[config.mk]
export PLATFORM = sky130hd
export DESIGN_NAME = syc_channel_config
export DESIGN_NICKNAME = d
export VERILOG_FILES = /design/src/core/syc_pkg.sv /design/src/core/syc_channel_config.sv /design/src/core/syc_reg8.sv /design/src/core/syc_bank_mux.sv
export SDC_FILE = /design/constraint.sdc
export NUM_CORES = 1
export LEC_CHECK = 0
export BUFFER_PORTS_ARGS = -buffer_cell sky130_fd_sc_hd__buf_4
export CORE_UTILIZATION = 34
export CTS_CLUSTER_DIAMETER = 60
export DETAILED_ROUTE_END_ITERATION = 16
export GPL_TIMING_DRIVEN = 1
export PLACE_DENSITY_LB_ADDON = 0.08
export SYNTH_ARGS = -nofsm -noshare
export SYNTH_HDL_FRONTEND = slang
export SYNTH_SLANG_ARGS = --single-unit
[constraint.sdc]
create_clock -name clk_i -period 8.5 [get_ports clk_i]
set_input_delay 1.7 -clock clk_i [delete_from_list [all_inputs] [get_ports clk_i]]
set_output_delay 1.7 -clock clk_i [all_outputs]
set_load 0.05 [all_outputs]
[src/core/syc_pkg.sv]
// constants and types shared by the synthesizer channel configuration block
package syc_pkg;

    // ************************************************************
    // register indices, byte address is four times the index
    // ************************************************************
    localparam logic [3:0] IDX_MAIN_CONFIG_BAND = 4'h0;
    localparam logic [3:0] IDX_MOD_RAMP_BANK = 4'h5;
    localparam logic [3:0] IDX_BANK_A_REF = 4'h6;
    localparam logic [3:0] IDX_BANK_A_PRE = 4'h7;
    localparam logic [3:0] IDX_BANK_A_SWA = 4'h8;
    localparam logic [3:0] IDX_BANK_B_REF = 4'h9;
    localparam logic [3:0] IDX_BANK_B_PRE = 4'hA;
    localparam logic [3:0] IDX_BANK_B_SWA = 4'hB;
    localparam int NUM_DIV_REGS = 6;

    // ************************************************************
    // field positions and reset values
    // ************************************************************
    localparam int BAND_LSB = 2;
    localparam int BAND_MSB = 4;
    localparam int RAMP_LSB = 6;
    localparam int RAMP_MSB = 7;
    localparam int BANK_SEL_BIT = 0;
    localparam logic [7:0] MAIN_CONFIG_RST = 8'h00;
    localparam logic [7:0] MOD_RAMP_RST = 8'h00;
    localparam logic [7:0] DIV_RST = 8'h00;
    localparam logic [7:0] MAIN_CONFIG_WMASK = 8'h1C;
    localparam logic [7:0] MOD_RAMP_WMASK = 8'hC1;

    // ************************************************************
    // synthesizer arithmetic
    // ************************************************************
    localparam logic [14:0] PRESCALE_MULT = 15'h004B;  // 75
    localparam logic [14:0] ONE_15 = 15'h0001;
    localparam logic [8:0] ONE_9 = 9'h001;
    localparam logic [6:0] DEVIATION_OFFSET_KHZ = 7'h64;  // 100 kHz
    localparam logic [6:0] SECOND_IF_OFFSET_KHZ = 7'h64;  // 100 kHz
    localparam logic [6:0] NO_OFFSET_KHZ = 7'h00;

    // ************************************************************
    // ramp codes and vco bands
    // ************************************************************
    typedef enum logic [1:0] {
        SYC_RAMP_SHORTEST = 2'b00,
        SYC_RAMP_SHORT = 2'b01,
        SYC_RAMP_LONG = 2'b10,
        SYC_RAMP_LONGEST = 2'b11
    } syc_ramp_t;

    localparam logic [2:0] BAND_300_330 = 3'h0;
    localparam logic [2:0] BAND_470_510 = 3'h5;

    // ************************************************************
    // bus answer states
    // ************************************************************
    typedef enum logic [1:0] {
        SYC_IDLE = 2'b00,
        SYC_ANSWER = 2'b01
    } syc_bus_t;

endpackage

[src/core/syc_channel_config.sv]
// register bank and wishbone slave for synthesizer channel and ook ramp setup
`timescale 1ns/100ps
module syc_channel_config (
    input wire logic clk_i,
    input wire logic rst_i,
    input wire logic wb_cyc_i,
    input wire logic wb_stb_i,
    input wire logic wb_we_i,
    input wire logic [7:0] wb_adr_i,
    input wire logic [3:0] wb_sel_i,
    input wire logic [31:0] wb_dat_i,
    output logic [31:0] wb_dat_o,
    output logic wb_ack_o,
    input wire logic ook_mode_i,
    input wire logic ook_rx_i,
    output logic [1:0] ramp_code_o,
    output logic [2:0] vco_band_o,
    output logic bank_sel_o,
    output logic [7:0] active_ref_div_o,
    output logic [7:0] active_prescale_o,
    output logic [7:0] active_swallow_o,
    output logic [14:0] feedback_count_o,
    output logic [8:0] ref_count_o,
    output logic [6:0] offset_khz_o
);
    // ************************************************************
    // bus handshake
    // ************************************************************
    syc_pkg::syc_bus_t state_r;
    syc_pkg::syc_bus_t state_nxt;
    logic [31:0] dat_r;
    logic [31:0] dat_nxt;
    logic [6:0] offset_r;
    logic [6:0] offset_nxt;
    logic req;
    logic take;
    logic wr_take;
    logic [3:0] idx;
    logic idx_hi_ok;
    logic lane0;

    // a request is taken once; ack follows one cycle later for one cycle
    assign req = wb_cyc_i && wb_stb_i;
    assign take = req && (state_r == syc_pkg::SYC_IDLE);
    assign wr_take = take && wb_we_i && lane0;
    assign lane0 = wb_sel_i[0];
    assign idx = wb_adr_i[5:2];
    assign idx_hi_ok = (wb_adr_i[7:6] == 2'b00);

    // answer state walk
    always_comb begin
        state_nxt = state_r;
        case (state_r)
            syc_pkg::SYC_IDLE: begin
                if (take) begin
                    state_nxt = syc_pkg::SYC_ANSWER;
                end
            end
            syc_pkg::SYC_ANSWER: begin
                state_nxt = syc_pkg::SYC_IDLE;
            end
            default: begin
                state_nxt = syc_pkg::SYC_IDLE;
            end
        endcase
    end

    assign wb_ack_o = (state_r == syc_pkg::SYC_ANSWER);

    // ************************************************************
    // address decode
    // ************************************************************
    logic hit_main;
    logic hit_mod;
    logic [syc_pkg::NUM_DIV_REGS-1:0] hit_div;
    logic [3:0] div_idx [syc_pkg::NUM_DIV_REGS];
    logic [7:0] div_q [syc_pkg::NUM_DIV_REGS];
    logic [7:0] main_q;
    logic [7:0] mod_q;

    assign hit_main = idx_hi_ok && (idx == syc_pkg::IDX_MAIN_CONFIG_BAND);
    assign hit_mod = idx_hi_ok && (idx == syc_pkg::IDX_MOD_RAMP_BANK);
    assign div_idx[0] = syc_pkg::IDX_BANK_A_REF;
    assign div_idx[1] = syc_pkg::IDX_BANK_A_PRE;
    assign div_idx[2] = syc_pkg::IDX_BANK_A_SWA;
    assign div_idx[3] = syc_pkg::IDX_BANK_B_REF;
    assign div_idx[4] = syc_pkg::IDX_BANK_B_PRE;
    assign div_idx[5] = syc_pkg::IDX_BANK_B_SWA;

    // ************************************************************
    // registers
    // ************************************************************
    // band select, only bits 4..2 are stored
    syc_reg8 #(
        .RST_VAL(syc_pkg::MAIN_CONFIG_RST),
        .WMASK(syc_pkg::MAIN_CONFIG_WMASK)
    ) u_main (
        .clk_i(clk_i),
        .rst_i(rst_i),
        .we_i(wr_take && hit_main),
        .d_i(wb_dat_i[7:0]),
        .q_o(main_q)
    );

    // ramp code in 7..6, bank select in bit 0
    syc_reg8 #(
        .RST_VAL(syc_pkg::MOD_RAMP_RST),
        .WMASK(syc_pkg::MOD_RAMP_WMASK)
    ) u_mod (
        .clk_i(clk_i),
        .rst_i(rst_i),
        .we_i(wr_take && hit_mod),
        .d_i(wb_dat_i[7:0]),
        .q_o(mod_q)
    );

    // the two divider banks, written any time, active or idle
    genvar g;
    generate
        for (g = 0; g < syc_pkg::NUM_DIV_REGS; g++) begin : g_div
            assign hit_div[g] = idx_hi_ok && (idx == div_idx[g]);
            syc_reg8 #(
                .RST_VAL(syc_pkg::DIV_RST),
                .WMASK(8'hFF)
            ) u_div (
                .clk_i(clk_i),
                .rst_i(rst_i),
                .we_i(wr_take && hit_div[g]),
                .d_i(wb_dat_i[7:0]),
                .q_o(div_q[g])
            );
        end
    endgenerate

    // ************************************************************
    // read mux
    // ************************************************************
    logic [7:0] rd_byte;
    logic [7:0] div_rd;

    always_comb begin
        div_rd = 8'h00;
        for (int i = 0; i < syc_pkg::NUM_DIV_REGS; i++) begin
            if (hit_div[i]) begin
                div_rd = div_q[i];
            end
        end
    end

    // unmapped indices read as zero
    assign rd_byte = hit_main ? main_q : (hit_mod ? mod_q : div_rd);
    assign dat_nxt = (take && !wb_we_i) ? {24'h00_0000, rd_byte} : dat_r;

    // ************************************************************
    // synthesizer side
    // ************************************************************
    assign ramp_code_o = mod_q[syc_pkg::RAMP_MSB:syc_pkg::RAMP_LSB];
    assign vco_band_o = main_q[syc_pkg::BAND_MSB:syc_pkg::BAND_LSB];
    assign bank_sel_o = mod_q[syc_pkg::BANK_SEL_BIT];

    syc_bank_mux u_mux (
        .clk_i(clk_i),
        .rst_i(rst_i),
        .bank_sel_i(mod_q[syc_pkg::BANK_SEL_BIT]),
        .ref_a_i(div_q[0]),
        .pre_a_i(div_q[1]),
        .swa_a_i(div_q[2]),
        .ref_b_i(div_q[3]),
        .pre_b_i(div_q[4]),
        .swa_b_i(div_q[5]),
        .ref_o(active_ref_div_o),
        .pre_o(active_prescale_o),
        .swa_o(active_swallow_o),
        .feedback_count_o(feedback_count_o),
        .ref_count_o(ref_count_o)
    );

    // offset subtracted from the divider result in ook
    assign offset_nxt = !ook_mode_i ? syc_pkg::NO_OFFSET_KHZ :
        (ook_rx_i ? syc_pkg::DEVIATION_OFFSET_KHZ
                  : syc_pkg::SECOND_IF_OFFSET_KHZ);

    // bus state, read data and offset
    always_ff @(posedge clk_i) begin
        if (rst_i) begin
            state_r <= syc_pkg::SYC_IDLE;
            dat_r <= 32'h0000_0000;
            offset_r <= syc_pkg::NO_OFFSET_KHZ;
        end else begin
            state_r <= state_nxt;
            dat_r <= dat_nxt;
            offset_r <= offset_nxt;
        end
    end

    assign wb_dat_o = dat_r;
    assign offset_khz_o = offset_r;

    // ************************************************************
    // checks
    // ************************************************************
    ack_one_cycle_a: assert property (@(posedge clk_i) disable iff (rst_i)
        take |=> wb_ack_o ##1 !wb_ack_o)
        else $error("ack not a single cycle after request");
    ramp_write_a: assert property (@(posedge clk_i) disable iff (rst_i)
        wr_take && hit_mod |=> ramp_code_o == $past(wb_dat_i[7:6]))
        else $error("ramp code not taken from bits 7..6");
    band_write_a: assert property (@(posedge clk_i) disable iff (rst_i)
        wr_take && hit_main |=> vco_band_o == $past(wb_dat_i[4:2]))
        else $error("vco band not taken from bits 4..2");
    bank_b_follow_a: assert property (@(posedge clk_i) disable iff (rst_i)
        bank_sel_o && $stable(bank_sel_o) ##1 bank_sel_o
        |-> active_prescale_o == $past(div_q[4]))
        else $error("bank b selected but prescale not from bank b");
    // a classic master needs three cycles from one take to the next
    div_readback_a: assert property (@(posedge clk_i) disable iff (rst_i)
        wr_take && hit_div[3] ##3 take && !wb_we_i && hit_div[3]
        |=> wb_dat_o[7:0] == $past(wb_dat_i[7:0], 4))
        else $error("bank b reference divider readback wrong");
    ook_offset_a: assert property (@(posedge clk_i) disable iff (rst_i)
        ook_mode_i |=> offset_khz_o == 7'd100)
        else $error("ook offset not 100 kHz");
    fsk_offset_a: assert property (@(posedge clk_i) disable iff (rst_i)
        !ook_mode_i |=> offset_khz_o == 7'd0)
        else $error("fsk channel carries an offset");
    switch_time_a: assert property (@(posedge clk_i) disable iff (rst_i)
        $rose(bank_sel_o) |-> ##1 active_ref_div_o == div_q[3])
        else $error("reference divider not switched with the bank");

    bank_switch_c: cover property (@(posedge clk_i) disable iff (rst_i) $rose(bank_sel_o));
    idle_write_c: cover property (@(posedge clk_i) disable iff (rst_i)
        wr_take && hit_div[3] && !bank_sel_o);
    read_c: cover property (@(posedge clk_i) disable iff (rst_i) take && !wb_we_i);
endmodule // syc_channel_config

[src/core/syc_reg8.sv]
// one byte-wide software register with write mask and reset value
`timescale 1ns/100ps
module syc_reg8 #(
    parameter logic [7:0] RST_VAL = 8'h00,
    parameter logic [7:0] WMASK = 8'hFF
) (
    input wire logic clk_i,
    input wire logic rst_i,
    input wire logic we_i,
    input wire logic [7:0] d_i,
    output logic [7:0] q_o
);
    logic [7:0] q_r;
    logic [7:0] q_nxt;

    // masked bits keep reading zero
    assign q_nxt = we_i ? (d_i & WMASK) : q_r;
    assign q_o = q_r;

    // storage
    always_ff @(posedge clk_i) begin
        if (rst_i) begin
            q_r <= RST_VAL & WMASK;
        end else begin
            q_r <= q_nxt;
        end
    end
endmodule // syc_reg8

[src/core/syc_bank_mux.sv]
// picks the active divider bank and presents it to the synthesizer as one set
`timescale 1ns/100ps
module syc_bank_mux (
    input wire logic clk_i,
    input wire logic rst_i,
    input wire logic bank_sel_i,
    input wire logic [7:0] ref_a_i,
    input wire logic [7:0] pre_a_i,
    input wire logic [7:0] swa_a_i,
    input wire logic [7:0] ref_b_i,
    input wire logic [7:0] pre_b_i,
    input wire logic [7:0] swa_b_i,
    output logic [7:0] ref_o,
    output logic [7:0] pre_o,
    output logic [7:0] swa_o,
    output logic [14:0] feedback_count_o,
    output logic [8:0] ref_count_o
);
    logic [7:0] ref_r;
    logic [7:0] pre_r;
    logic [7:0] swa_r;
    logic [14:0] fb_r;
    logic [8:0] rc_r;
    logic [7:0] ref_nxt;
    logic [7:0] pre_nxt;
    logic [7:0] swa_nxt;
    logic [14:0] fb_nxt;
    logic [8:0] rc_nxt;
    logic [14:0] pre_ext;

    // one select steers all three values, never a mix of banks
    assign ref_nxt = bank_sel_i ? ref_b_i : ref_a_i;
    assign pre_nxt = bank_sel_i ? pre_b_i : pre_a_i;
    assign swa_nxt = bank_sel_i ? swa_b_i : swa_a_i;

    // feedback divide 75*(p+1)+s and reference divide r+1
    assign pre_ext = {7'h00, pre_nxt};
    assign fb_nxt = 15'(syc_pkg::PRESCALE_MULT * (pre_ext + syc_pkg::ONE_15))
        + {7'h00, swa_nxt};
    assign rc_nxt = {1'b0, ref_nxt} + syc_pkg::ONE_9;

    // active set, loaded together each cycle
    always_ff @(posedge clk_i) begin
        if (rst_i) begin
            ref_r <= syc_pkg::DIV_RST;
            pre_r <= syc_pkg::DIV_RST;
            swa_r <= syc_pkg::DIV_RST;
            fb_r <= '0;
            rc_r <= '0;
        end else begin
            ref_r <= ref_nxt;
            pre_r <= pre_nxt;
            swa_r <= swa_nxt;
            fb_r <= fb_nxt;
            rc_r <= rc_nxt;
        end
    end

    assign ref_o = ref_r;
    assign pre_o = pre_r;
    assign swa_o = swa_r;
    assign feedback_count_o = fb_r;
    assign ref_count_o = rc_r;

    // ************************************************************
    // checks
    // ************************************************************
    idle_bank_quiet_a: assert property (@(posedge clk_i) disable iff (rst_i)
        $stable(bank_sel_i) && !bank_sel_i && $stable(ref_a_i) && $stable(pre_a_i)
        && $stable(swa_a_i) |=> $stable(ref_o) && $stable(pre_o) && $stable(swa_o))
        else $error("bank a output moved while only bank b could change");
    bank_set_whole_a: assert property (@(posedge clk_i) disable iff (rst_i)
        1'b1 |=> (ref_o == $past(ref_nxt)) && (pre_o == $past(pre_nxt))
        && (swa_o == $past(swa_nxt)))
        else $error("divider set drawn from mixed banks");
    // reset clears the counts to zero, so the first cycle after reset is skipped
    feedback_formula_a: assert property (@(posedge clk_i) disable iff (rst_i)
        !$past(rst_i) |-> feedback_count_o == 15'(syc_pkg::PRESCALE_MULT
        * ({7'h00, pre_o} + syc_pkg::ONE_15)) + {7'h00, swa_o})
        else $error("feedback count does not match divider formula");
endmodule // syc_bank_mux

==> flow_metrics.tcl <==
set metrics [dict create \
    grt_pass1_wl_um 23200 \
    fin_crit_sh_pct 67.1 \
    core_area_mm2 0.0174 \
    p_per_area_mw_per_mm2 154 \
    synth_top_family_by_area "simple AND/OR/NAND/NOR gates" \
    h-tree-depth 3 \
    viasPerCell 4.79 \
    cap_violations 0 \
    ys_seq_area_share_pct 36.9 \
    finalHoldViolCount 0 \
    insertion_delay_ns 0.35 \
    syn_area_per_cell_um2 9.54 \
    synth_edf_count 0 \
    dpl_worst_slack_ns 2.77 \
    ys.flop_type "dfxtp_1" \
    areaGrowthSynthToFinish_pct 17.8 \
    combinationalPowerShare_pct 6.9 \
    drc_errors 0 \
    yosys.area_share.xor_xnor_pct 3.89 \
    drive_above_1_share_pct 17.3 \
    start_util_pct 35.0 \
    grt_overflow_total 0 \
    drv_slew 0 \
    syn_inst 637 \
    min_path_type "flip-flop to flip-flop" \
    first_iter_violations 192 \
    totalWireLength_um 14600 \
    power.share.switching_pct 24.0 \
    final.min_clock_period_ns 5.71 \
    yosys.area_share.adder_pct 13.7 \
    wl_per_cell_um 15.5 \
    routabilityCongestion 0.826 \
    grt_pass1_vias 4425 \
    whs_ns 0.473 \
    crit_buf_inv 4 \
    cp-start-kind "flip-flop" \
    cts_buffer_depth 2 \
    peakVddDrop_v 0.0000908 \
    grt_max_degree 62 \
    clkPwrFrac_pct 45.3 \
    fmax_mhz 175 \
    final_util_pct 41.3 \
    synth_compound_area_share_pct 8.87 \
    tightest_slew_ns 0.796 \
    path_delay_family "adder cells" \
    crit_path_max_fanout 19 \
    dieArea_mm2 0.0184 \
    antenna_found_initial 0 \
    endpoint_kind "flip-flop" \
    synth_cell_types 55 \
    syn-cell-area_mm2 0.00608 \
    fin_setup_tns_ns 0 \
    pin_count 145 \
    critPathRequiredTime_ns 8.77 \
    cts_tree "done" \
    root_buffer "clkbuf_16" \
    insertedDiodeCount 0 \
    p_leak_nw 3.08 \
    cts_setup_buffers 0 \
    power_w 0.00110 \
    synth_warnings 0 \
    ys_seq_elements 112 \
    dp_hpwl_um 11100 \
    internal_power_w 0.000839 \
    vias 4509 \
    die_w_um 136 \
    cpPeakStageDelay_ns 0.59 \
    worstSetupPathType "flip-flop to flip-flop" \
    grt_usage_pct 16.5 \
    cts.sinks 112 \
    cts_hold_buf 0 \
    fin_nets 820 \
    cts_resized 0 \
    rows 48 \
    setup_viol 0 \
    p_switching_w 0.000265 \
    cts_made_buffers 9 \
    dr.pass1.iters 4 \
    synth-async-reset-ratio_pct 0 \
    crit_chain "mux2i_1 > buf_4 > inv_1 > ha_1 > nand4_1 > a22oi_1 > nor3b_1 > ha_1 > xor2_1 > fa_1 > inv_1 > fa_1 > inv_1 > ha_1 > a2111oi_0 > a211oi_1 > o21a_1 > o21a_1 > nor3_1" \
    yosys-mux-area-fraction_pct 12.8 \
    cp_slowest_cell "dfxtp_2" \
    status "completed" \
    maxSlewHeadroom_pct 46.7 \
    rsz0062_at_grt "no" \
    port_buffers 86 \
    fin_worst_skew_ns 0.00620 \
    clk_pin_slew_ns 0.08 \
    arrival_ns 5.98 \
    detail-route-antenna-nets 0 \
    fp.dieH_um 136 \
    seqPwrFrac_pct 47.8 \
    synth-simple-area-share_pct 15.7 \
    worst_slack_ns 2.79 \
]
## worst paths after layout
check | slack (ns) | cells after the start | end | startpoint
min | 0.47 | 1 | wb_dat_o[5] | wb_dat_o[5]
min reg2reg | 0.47 | 1 | wb_dat_o[5] | wb_dat_o[5]
max | 2.79 | 19 | u_mux.feedback_count_o[12] | u_mod.q_o[0]
max reg2reg | 2.79 | 19 | u_mux.feedback_count_o[12] | u_mod.q_o[0]
## cell usage after synthesis (3+ instances only)
cell type / n / area (um2)
dfxtp_1: 112 / 2240
nor2_1: 110 / 413
mux2i_1: 69 / 691
inv_1: 44 / 165
ha_1: 41 / 513
buf_4: 30 / 225
a21oi_1: 17 / 85.1
nor2b_1: 17 / 106
fa_1: 16 / 320
xnor2_1: 15 / 131
a22oi_1: 14 / 105
clkbuf_1: 13 / 48.8
nand2_1: 12 / 45.0
xor2_1: 12 / 105
nand3_1: 10 / 50.1
o21ai_0: 10 / 50.1
mux2_2: 8 / 90.1
buf_2: 7 / 35.0
nand3b_1: 7 / 52.6
a211oi_1: 5 / 37.5
a22o_1: 5 / 43.8
nor3_1: 5 / 25.0
o21a_1: 5 / 37.5
and2_1: 4 / 25.0
nor3_4: 4 / 65.1
a221oi_1: 3 / 26.3
a222oi_1: 3 / 30.0
a311oi_1: 3 / 26.3
nor4_1: 3 / 18.8
## state kept, by name, summed over array words and instances, names as in the netlist, 8 cells and up
signal and count:
wb_dat_o 8, u_mux.swa_o 8, u_mux.ref_count_o 9, u_mux.ref_o 8, u_mux.pre_o 8, g_div.u_div.q_o 48, u_mux.feedback_count_o 15
## metal layers
layer | GRT usage (%) | part of all wire (%) | up-vias
li1 | - | - | 2267
met1 | 20.7 | 44 | 2139
met2 | 27.9 | 50 | 86
met3 | 3.07 | 3.6 | 17
met4 | 6.62 | 2.4 | 0
met5 | 0 | 0 | -
## per-stage QoR
step / std cells / area, um2
after floorplan: 664 / 6180
final: 942 / 7160
after CTS: 942 / 7160
after global routing: 942 / 7160
after global placement: 926 / 6810
after detailed placement: 926 / 6810
## placed cells by master, fill, tap and decap left out, drive strengths merged, types with 10 or more instances in the layout
| master | instances |
|---|---|
| mux2i | 69 |
| inv | 45 |
| xnor2 | 15 |
| buf | 89 |
| o21ai | 10 |
| conb | 28 |
| a21oi | 17 |
| nor2 | 112 |
| nand2 | 12 |
| clkbuf | 10 |
| xor2 | 12 |
| ha | 41 |
| a22oi | 14 |
| nor2b | 17 |
| fa | 16 |
| dfxtp | 112 |
| nand3 | 11 |
## power by group through the flow
stage / clock network (W) / logic, W / registers [W]
2_1_floorplan: 0 / 0.0000561 / 0.000549
3_5_place_dp: 0 / 0.0000758 / 0.000541
4_1_cts: 0.000517 / 0.0000758 / 0.000528
3_3_place_gp: 0 / 0.0000752 / 0.000541
6_report: 0.000500 / 0.0000756 / 0.000528
5_1_grt: 0.000539 / 0.0000798 / 0.000528
## kinds of logic (layout without fill, tap and decap cells)
kind of cell,after synthesis,in the layout
xor gates and xnor gates,27,27
adders and majority gates,57,57
AOI/OAI and AO/OA,77,77
DFF,112,112
buffers and inverters,96,149
and+or+nand+nor,190,190
muxes,77,77
other,1,28
## layout make-up
cell class	count	area, um2
clock inverter	6	115
tap	225	282
timing repair buffer	89	668
inverter	44	165
clock buffer	10	239
sequential	112	2240
fill	1734	10200
multi-input combinational	456	3450
No activity file was read; power rests on OpenSTA's default activity.
